$ cat src/logic/pwr_cfg_params.svh
`ifndef PWR_CFG_PARAMS_SVH
`define PWR_CFG_PARAMS_SVH

// command codes of the configuration words
`define CMD_PHASE_POSITION    8'h37
`define CMD_SENSE_GAIN        8'h38
`define CMD_SENSE_OFFSET      8'h39
`define CMD_OV_FAULT_LIMIT    8'h40

// reset values
`define SENSE_GAIN_RESET      16'hAA66
`define SENSE_OFFSET_RESET    16'h0000

// linear-11 field positions
`define LIN11_EXP_MSB         4'hF
`define LIN11_EXP_LSB         4'hB
`define LIN11_MANT_MSB        4'hA

// limits, linear-11 values scaled by 2^16 (fraction bits)
`define LIN11_FRAC_BITS       6'h10
`define SENSE_GAIN_MAX        48'h0000_03E8_0000
`define SENSE_OFFSET_MAX      48'h0000_000A_0000
// 6.0 V at 2^-13 V per step
`define OV_LIMIT_MAX          16'hC000

// interleave field
`define PHASE_POS_MSB         2'h3
`define PHASE_STEP_DECIDEG    12'h0E1
`define PHASE_POS_ZERO_AS     5'h10

// fault threshold at reset is strap * 11 / 10
`define OV_STRAP_MUL          20'h0000B
`define OV_STRAP_DIV          20'h0000A

// cycles allowed for the pin synchronisers to settle after reset
`define STRAP_SETTLE_CYCLES   3'h5

`endif

$ cat src/logic/pwr_cfg_pkg.sv
package pwr_cfg_pkg;

  // output state as seen by the overvoltage fault handling
  typedef enum logic [1:0] {
    OV_RUN,
    OV_WAIT_LOW,
    OV_LATCHED
  } ov_state_t;

  typedef logic signed [47:0] lin11_scaled_t;

endpackage

$ cat src/logic/pin_sync3.sv
`timescale 1ns/100ps

// three-stage pin synchroniser; the output follows only when stages two and three agree
module pin_sync3 #(
  parameter int WIDTH = 8
) (
  input  wire logic             sys_clk,
  input  wire logic             sys_rst,
  input  wire logic [WIDTH-1:0] pinIn,
  output logic      [WIDTH-1:0] pinOut
);

  logic [WIDTH-1:0] stage1;
  logic [WIDTH-1:0] stage2;
  logic [WIDTH-1:0] stage3;

  // stage1 feeds stage2 only, so metastability never reaches a compare
  always_ff @(posedge sys_clk) begin
    if (sys_rst) begin
      stage1 <= '0;
      stage2 <= '0;
      stage3 <= '0;
    end else begin
      stage1 <= pinIn;
      stage2 <= stage1;
      stage3 <= stage2;
    end
  end

  // accept a change only once it has been stable for two samples
  always_ff @(posedge sys_clk) begin
    if (sys_rst) begin
      pinOut <= '0;
    end else if (stage2 == stage3) begin
      pinOut <= stage3;
    end
  end

endmodule

$ cat src/logic/pwr_cfg_bank.sv
`timescale 1ns/100ps
`include "pwr_cfg_params.svh"

module pwr_cfg_bank (
  input  wire logic        sys_clk,
  input  wire logic        sys_rst,
  // command port, one access per cmdValid pulse
  input  wire logic        cmdValid,
  input  wire logic        cmdWrite,
  input  wire logic [7:0]  cmdCode,
  input  wire logic [15:0] cmdWdata,
  output logic             rspValid,
  output logic [15:0]      rspData,
  output logic             rspReject,
  // straps from pins
  input  wire logic [6:0]  pmbusAddr,
  input  wire logic [15:0] voltageSelectStrap,
  // same-clock monitor and fault controls
  input  wire logic [15:0] voutCode,
  input  wire logic [15:0] ovWarnCode,
  input  wire logic        retryEnable,
  input  wire logic        clearFaults,
  // outputs
  output logic [4:0]       phasePosition,
  output logic [11:0]      phaseOffsetDeciDeg,
  output logic [15:0]      senseGain,
  output logic [15:0]      senseOffset,
  output logic [15:0]      ovFaultLimit,
  output logic             statusWordVout,
  output logic             statusVoutOvFault,
  output logic             hostAlert,
  output logic             outputDisable,
  output logic             restartPulse
);

  logic [6:0]              addrSync;
  logic [15:0]             strapSync;
  logic [2:0]              settleCnt;
  logic                    strapLoad;
  logic [3:0]              positionField;
  logic [19:0]             strapProduct;
  logic                    wrStrobe;
  logic                    gainOk;
  logic                    offsetOk;
  logic                    ovOk;
  logic                    overVolt;
  pwr_cfg_pkg::ov_state_t  ovState;

  pin_sync3 #(.WIDTH(7)) u_addr_sync (
    .sys_clk (sys_clk),
    .sys_rst (sys_rst),
    .pinIn   (pmbusAddr),
    .pinOut  (addrSync)
  );

  pin_sync3 #(.WIDTH(16)) u_strap_sync (
    .sys_clk (sys_clk),
    .sys_rst (sys_rst),
    .pinIn   (voltageSelectStrap),
    .pinOut  (strapSync)
  );

  // decode linear-11
  // value scaled by 2^16 so negative exponents keep their fraction bits
  function automatic pwr_cfg_pkg::lin11_scaled_t lin11Scaled(input logic [15:0] word);
    logic signed [4:0]        expo;
    logic signed [10:0]       mant;
    logic signed [6:0]        shift;
    pwr_cfg_pkg::lin11_scaled_t wide;
    expo  = word[`LIN11_EXP_MSB:`LIN11_EXP_LSB];
    mant  = word[`LIN11_MANT_MSB:0];
    shift = 7'(expo) + 7'(`LIN11_FRAC_BITS);
    wide  = 48'(mant);
    lin11Scaled = wide <<< shift;
  endfunction

  assign gainOk = (lin11Scaled(cmdWdata) > 48'sh0000_0000_0000) &&
                  (lin11Scaled(cmdWdata) <= $signed(`SENSE_GAIN_MAX));
  assign offsetOk = (lin11Scaled(cmdWdata) <= $signed(`SENSE_OFFSET_MAX)) &&
                    (lin11Scaled(cmdWdata) >= -$signed(`SENSE_OFFSET_MAX));
  // unsigned 2^-13 V code, top 6.0 V
  assign ovOk = (cmdWdata <= `OV_LIMIT_MAX);

  assign wrStrobe = cmdValid && cmdWrite;
  assign strapProduct = (20'(strapSync) * `OV_STRAP_MUL) / `OV_STRAP_DIV;

  // hold straps back until the synchronisers have seen the pins for a while
  always_ff @(posedge sys_clk) begin
    if (sys_rst) begin
      settleCnt <= 3'h0;
      strapLoad <= 1'b0;
    end else begin
      strapLoad <= (settleCnt == `STRAP_SETTLE_CYCLES - 3'h1);
      if (settleCnt != `STRAP_SETTLE_CYCLES) begin
        settleCnt <= settleCnt + 3'h1;
      end
    end
  end

  // interleave position; only four bits exist, upper bits are never stored
  always_ff @(posedge sys_clk) begin
    if (sys_rst) begin
      positionField <= 4'h0;
    end else if (strapLoad) begin
      positionField <= addrSync[`PHASE_POS_MSB:0];
    end else if (wrStrobe && cmdCode == `CMD_PHASE_POSITION) begin
      positionField <= cmdWdata[`PHASE_POS_MSB:0];
    end
  end

  // position and phase; zero code stands for the last slot
  always_ff @(posedge sys_clk) begin
    if (sys_rst) begin
      phasePosition      <= 5'h00;
      phaseOffsetDeciDeg <= 12'h000;
    end else begin
      phasePosition <= (positionField == 4'h0) ? `PHASE_POS_ZERO_AS : {1'b0, positionField};
      // position times 22.5, sixteen gives 360
      phaseOffsetDeciDeg <= 12'(phasePosition * `PHASE_STEP_DECIDEG);
    end
  end

  // calibration words; an out-of-range write leaves the old value
  always_ff @(posedge sys_clk) begin
    if (sys_rst) begin
      senseGain   <= `SENSE_GAIN_RESET;
      senseOffset <= `SENSE_OFFSET_RESET;
    end else begin
      if (wrStrobe && cmdCode == `CMD_SENSE_GAIN && gainOk) begin
        senseGain <= cmdWdata;
      end
      if (wrStrobe && cmdCode == `CMD_SENSE_OFFSET && offsetOk) begin
        senseOffset <= cmdWdata;
      end
    end
  end

  // overvoltage fault limit, reloaded from the strap after reset
  always_ff @(posedge sys_clk) begin
    if (sys_rst) begin
      ovFaultLimit <= 16'h0000;
    end else if (strapLoad) begin
      // strap derived default, saturated to the field
      ovFaultLimit <= (strapProduct[19:16] != 4'h0) ? 16'hFFFF : strapProduct[15:0];
    end else if (wrStrobe && cmdCode == `CMD_OV_FAULT_LIMIT && ovOk) begin
      ovFaultLimit <= cmdWdata;
    end
  end

  // answer one cycle after the command; unknown codes and bad writes are refused
  always_ff @(posedge sys_clk) begin
    if (sys_rst) begin
      rspValid  <= 1'b0;
      rspData   <= 16'h0000;
      rspReject <= 1'b0;
    end else begin
      rspValid  <= cmdValid;
      rspReject <= 1'b0;
      rspData   <= 16'h0000;
      if (cmdValid) begin
        unique case (cmdCode)
          `CMD_PHASE_POSITION: begin
            rspData <= {12'h000, positionField};
          end
          `CMD_SENSE_GAIN: begin
            rspData   <= senseGain;
            rspReject <= cmdWrite && !gainOk;
          end
          `CMD_SENSE_OFFSET: begin
            rspData   <= senseOffset;
            rspReject <= cmdWrite && !offsetOk;
          end
          `CMD_OV_FAULT_LIMIT: begin
            rspData   <= ovFaultLimit;
            rspReject <= cmdWrite && !ovOk;
          end
          default: rspReject <= 1'b1;  // not a command of this bank
        endcase
      end
    end
  end

  assign overVolt = (voutCode > ovFaultLimit);

  // sticky status and alert; a new fault beats clearFaults
  always_ff @(posedge sys_clk) begin
    if (sys_rst) begin
      statusWordVout    <= 1'b0;
      statusVoutOvFault <= 1'b0;
      hostAlert         <= 1'b0;
    end else if (overVolt && ovState == pwr_cfg_pkg::OV_RUN) begin
      statusWordVout    <= 1'b1;
      statusVoutOvFault <= 1'b1;
      hostAlert         <= 1'b1;
    end else if (clearFaults) begin
      statusWordVout    <= 1'b0;
      statusVoutOvFault <= 1'b0;
      hostAlert         <= 1'b0;
    end
  end

  // fault response: shut down, then either latch or wait for the voltage to fall
  always_ff @(posedge sys_clk) begin
    if (sys_rst) begin
      ovState       <= pwr_cfg_pkg::OV_RUN;
      outputDisable <= 1'b0;
      restartPulse  <= 1'b0;
    end else begin
      restartPulse <= 1'b0;
      unique case (ovState)
        pwr_cfg_pkg::OV_RUN: begin
          if (overVolt) begin
            outputDisable <= 1'b1;
            ovState       <= retryEnable ? pwr_cfg_pkg::OV_WAIT_LOW : pwr_cfg_pkg::OV_LATCHED;
          end
        end
        pwr_cfg_pkg::OV_WAIT_LOW: begin
          // no restart above the warning threshold
          // a warning threshold above the fault limit could restart into a fault
          if (voutCode < ovWarnCode) begin
            outputDisable <= 1'b0;
            restartPulse  <= 1'b1;
            ovState       <= pwr_cfg_pkg::OV_RUN;
          end
        end
        pwr_cfg_pkg::OV_LATCHED: begin
          outputDisable <= 1'b1;  // only a reset brings the output back
        end
      endcase
    end
  end

endmodule

$ cat config.mk
export PLATFORM = sky130hd
export DESIGN_NAME = pwr_cfg_bank
export DESIGN_NICKNAME = d
export VERILOG_FILES = /design/src/logic/pwr_cfg_pkg.sv /design/src/logic/pin_sync3.sv /design/src/logic/pwr_cfg_bank.sv
export VERILOG_INCLUDE_DIRS = /design/src /design/src/logic
export SDC_FILE = /design/constraint.sdc
export NUM_CORES = 1
export LEC_CHECK = 0
export BUFFER_PORTS_ARGS = -buffer_cell sky130_fd_sc_hd__clkbuf_2
export CORE_MARGIN = 2
export CORE_UTILIZATION = 40
export DETAILED_ROUTE_END_ITERATION = 10
export PLACE_DENSITY = 0.71
export SLEW_MARGIN = 20
export SYNTH_ARGS = -nofsm -noshare
export SYNTH_HDL_FRONTEND = slang
export SYNTH_HIERARCHICAL = 1
export SYNTH_SLANG_ARGS = --single-unit
$ cat constraint.sdc
create_clock -name sys_clk -period 18.35 [get_ports sys_clk]
set_clock_uncertainty 0.1 [all_clocks]
set_input_delay 3.67 -clock sys_clk [delete_from_list [all_inputs] [get_ports sys_clk]]
set_output_delay 3.67 -clock sys_clk [all_outputs]
set_load 0.005 [all_outputs]
# Word-level counts from Yosys, hierarchy flattened
# Cells that the tools add are included.
[op_classes]
add_sub_neg = 2
n_mul = 2
div_mod_pow = 1
n_lt_le_gt_ge = 7
n_eq_ne = 12
shifts = 1
muxes = 18
n_bitwise = 2
n_reduce_logical = 29
[op_table]
columns = ["op", "count"]
rows = [
  ["case mux 16 bit (4 select lines)", 1],
  ["greater-or-equal comparator 48 x 21 -> 1 bit, second input constant", 1],
  ["> comparator 48 x 1 -> 1 bit, second input constant", 1],
  ["less-or-equal comparator 48 x 21 -> 1 bit, second input constant", 1],
  ["less-or-equal comparator 48 x 27 -> 1 bit, second input constant", 1],
  ["2-to-1 mux 16 bit", 3],
  ["<<< shifter 11 x 7 -> 48 bit", 1],
  ["== test 8 x 6 -> 1 bit, second input constant", 3],
  ["divider 20 x 4 -> 20 bit, second input constant", 1],
  ["multiplier 16 x 4 -> 20 bit, second input constant", 1],
  ["== test 16 bit", 1],
  ["> comparator 16 bit", 1],
  ["less-or-equal comparator 16 bit, second input constant", 1],
  ["less-than comparator 16 bit", 1],
  ["logical AND 1 bit", 14],
  ["multiplier 5 x 8 -> 12 bit, second input constant", 1],
  ["== test 8 x 7 -> 1 bit, second input constant", 1],
  ["2-to-1 mux 4 bit", 2],
  ["nonzero test 2 bit", 4],
  ["adder 5 x 6 -> 7 bit, second input constant", 1],
  ["== test 7 bit", 1],
  ["2-to-1 mux 2 bit", 3],
  ["OR reduction 2 bit", 3],
  ["2-to-1 mux 1 bit", 5],
  ["other kinds (17)", 21],
]
[word_totals]
register_bits = 185
output_inout_bits = 88
word_cells = 98

# Longest topological paths before layout
[logic_depth]
depth_word = 7
mapped_depth = 36
depth_no_buf = 29

# Modules after synthesis
# The synthesis kept the hierarchy.
[modules_own_cells]
columns = ["mod", "n_inst", "cells_per_inst", "area_per_inst_um2", "seq_area_each_um2"]
rows = [
  ["pwr_cfg_bank", 1, 1342, 10163.5, 1901.8],
  ["pin_sync3 (u_strap_sync)", 1, 190, 2173.3, 1281.2],
  ["pin_sync3 (u_addr_sync)", 1, 82, 954.7, 560.5],
]

# Worst setup path after synthesis
# OpenSTA, ideal clock, no wires.
[synth_timing]
path_kind = "register to register"
from = "reg u_strap_sync.pinOut[8]"
to = "reg ovFaultLimit[0]"
arrival_time_ps = 7528
required_ps = 18189
path_slack_ps = 10661
path_stages_with_launch = 33
period_less_slack_ps = 7689
path_cell_list = "dfxtp_1 ha_1 inv_1 fa_1 inv_1 ha_1 buf_2 and3_1 a211o_1 a221oi_4 xor2_2 nor2_2 a31oi_2 a221oi_4 a21boi_4 o211ai_1 a31oi_1 nor3_1 or4_1 a211o_1 or3_4 o211a_1 buf_4 a211oi_4 nor3b_1 mux2i_1 and4b_1 buf_6 nor2_2 nor2_1 a2111oi_0 nand4b_1 a32o_1"
[synth_between]
elab_chain_len = 5
[synth_lines]
columns = ["element", "line", "rtl"]
rows = [
  ["from (decl)", "pin_sync3.sv:10", "output logic [WIDTH-1:0] pinOut"],
  ["from (signal assigned)", "pin_sync3.sv:35", "pinOut <= stage3;"],
  ["multiplier 16 x 4 -> 20 bit (no line) (*)", "n/a", ""],
  ["divider 20 x 4 -> 20 bit (no line) (*)", "n/a", ""],
  ["nonzero test 4 bit", "pwr_cfg_bank.sv:144", "ovFaultLimit <= (strapProduct[19:16] != 4'h0) ? 16'hFFFF : strapProduct[15:0];"],
  ["2-to-1 mux 16 bit (*)", "pwr_cfg_bank.sv:144", ""],
  ["2-to-1 mux 16 bit (*)", "pwr_cfg_bank.sv:142", "end else if (strapLoad) begin"],
  ["to (signal assigned)", "pwr_cfg_bank.sv:144", ""],
  ["to (signal assigned)", "pwr_cfg_bank.sv:146", "ovFaultLimit <= cmdWdata;"],
  ["to (decl)", "pwr_cfg_bank.sv:28", "output logic [15:0] ovFaultLimit,"],
]
# Mark *: on every way between the ends. The rest lies on a longest branch, timed or not.
# A chain may end at the register's enable or synchronous reset.

# Final worst setup path
[layout_timing]
from = "reg u_strap_sync.pinOut[7]"
to = "reg ovFaultLimit[0]"
# The elaborated chain is that of the path after synthesis.

==> results.txt <==
Vert. Die Dim = 185 µm
Switch Pwr = 283 µW
Ys Warns = 6
CP required = 18,630 ps
Slew Viols, Final = 0
via count of the first global-routing pass = 11,300
layout cells sized above 1 = 0.163
power per cell area = 63.9 mW/mm²
cell internal pwr = 672 µW
Total Routing Usage GR = 0.198
TNS Setup = 0 ps
initial antenna violation count = 0
Avg Cell Area, Syn = 8.22 µm²
CTS Sinks = 184
Port Buffers = 172
hold_buf cts = 0
Die W = 185 µm
Congestion Overflow GR = 0
drt wl/cell = 16.0 µm
ant diodes = 0
fmax = 106 MHz
critical-path maximum fanout = 19
status = complete, no violations
postcts setup bufs = 0
die area = 0.0344 mm²
Crit path buffers/inverters = 2
Period Utilization, post-route = 0.515
drc violations = 0
Detailed Place HPWL = 26,200 µm
top cell family by delay on the critical path = simple AND/OR/NAND/NOR gates
vias per inst = 5.62
Post-DRT Antenna Nets = 0
CP max stage cell = and2_1
clock buffer depth = 2
CTS clk-pin slew, worst paths = 70 ps
Critical Path Max Stage Delay = 620 ps
Synth Cell Area = 0.0132 mm²
CTS tree = built
Vias = 12,200
Comb power frac = 0.179
Clock Latency Late Sink = 440 ps
number of I/O pins = 173
core area = 0.0325 mm²
# H-tree levels = 4
RSZ-0062 raised after global routing = no
CP Capture Type = register
Min-Delay Path Class = register to register
Worst Tran Pin Value = 1070 ps
Max Cap Viol = 0
Slew HR = 0.271
type of the worst setup path = register to register
final hold violations = 0
crit path DAT = 9740 ps
Final Instance Area = 0.0149 mm²
leak pwr = 0.00628 µW
# rows = 66
Final Net Count = 1,906
Area after DPL = 0.0143 mm²
final setup fails = 0
DR pass1 iterations = 6
Area Overhead vs Synth = 13.5%
fin crit period = 9460 ps
RePlAce Congestion = 0.919
post-cts sizing count = 0
Sw Share = 0.296
Initial Utilization = 0.406
global-route wire length before repair = 55,700 µm
clk root buf = clkbuf_16
Clk pwr share = 0.385
final wirelength = 34,800 µm
peak supply drop = 64.6 µV
Startpoint Class = register
Synth Instances = 1,602
total CTS buffers = 17
part of the power in registers = 0.435
largest net degree at the start of global routing = 105
syn_nets = 1,790
1st-iter DRT viols = 953
-- power by group through the flow --
stage	combinational [µW]	clock, µW	sequential, µW
final	171	368	416
after global placement	167	0	425
after floorplan	127	0	423
after global routing	191	394	417
after CTS	169	377	416
after detailed placement	168	0	425
-- registers in the layout, summed over array words and instances, names as in the netlist, 5 cells and up --
| register | cells |
|---|---|
| u_strap_sync/stage2 | 16 |
| u_addr_sync/stage1 | 7 |
| u_addr_sync/stage2 | 7 |
| u_strap_sync/stage3 | 16 |
| u_strap_sync/stage1 | 16 |
| rspData | 16 |
| phasePosition | 5 |
| senseOffset | 16 |
| u_strap_sync/pinOut | 16 |
| ovFaultLimit | 16 |
| senseGain | 16 |
| u_addr_sync/stage3 | 7 |
| phaseOffsetDeciDeg | 11 |
-- metrics by stage --
stage               hold slack [ps]  setup slack (ps)  std cells  utilization  power, µW
finish                          336              8890       2172        0.460        955
global route                    348              8150       2172        0.460       1000
CTS                             337              9010       2172        0.460        962
detailed placement              321              9050       2141        0.442        594
global placement                318              9270       2141        0.442        592
floorplan                       314             10660       1602            -        551
-- routing by layer --
| metal | vias up | part of all wire | GRT usage |
|---|---|---|---|
| li1 | 5990 | - | - |
| met1 | 5739 | 0.45 | 0.256 |
| met2 | 407 | 0.46 | 0.333 |
| met3 | 71 | 0.057 | 0.0279 |
| met4 | 0 | 0.030 | 0.0759 |
| met5 | - | 0 | 0 |
-- cell usage in the layout (no fill, tap or decap), types with 6 or more instances in the layout --
cell       count
nand2b_1      51
o32ai_1        6
o31ai_1       10
nand2_1       80
a211oi_1      16
nor3_1        34
a22o_1         6
buf_4         15
mux2i_1       77
a21oi_1       98
o21ai_0       53
ha_1          87
a221oi_1       7
nor4_1        20
a311oi_1       6
nor2b_1      100
mux2_2        22
nor2_1       167
nand4_1       23
a22oi_1       15
clkbuf_2     171
o22ai_1        8
o2111ai_1      9
o21a_1         8
dfxtp_1      184
nand3_1       35
o211ai_1      16
a31oi_1       18
inv_1        110
clkbuf_16     17
and3_1        10
xnor2_1       37
fa_1          16
a21o_1        17
xor2_1        13
a211o_1       14
-- path summary, 6_finish.rpt --
path,slack [ps],cells past startpoint,to,start
worst max-delay path,8890,29,ovFaultLimit[0],u_strap_sync/pinOut[7]
worst min-delay path,340,1,u_strap_sync/stage2[4],u_strap_sync/stage1[4]
worst max register to register,8890,29,ovFaultLimit[0],u_strap_sync/pinOut[7]
worst min register to register,340,1,u_strap_sync/stage2[4],u_strap_sync/stage1[4]
-- cell type report --
cell class              count  area, µm²
well taps                 442        553
repair buffers            186        968
inverters                 111        417
multi-input cells        1218       8720
flip-flops and latches    184       3680
clock inverters            13        158
fillers                  3187      17500
clock buffers              18        439
(Power assumes the default switching activity.)
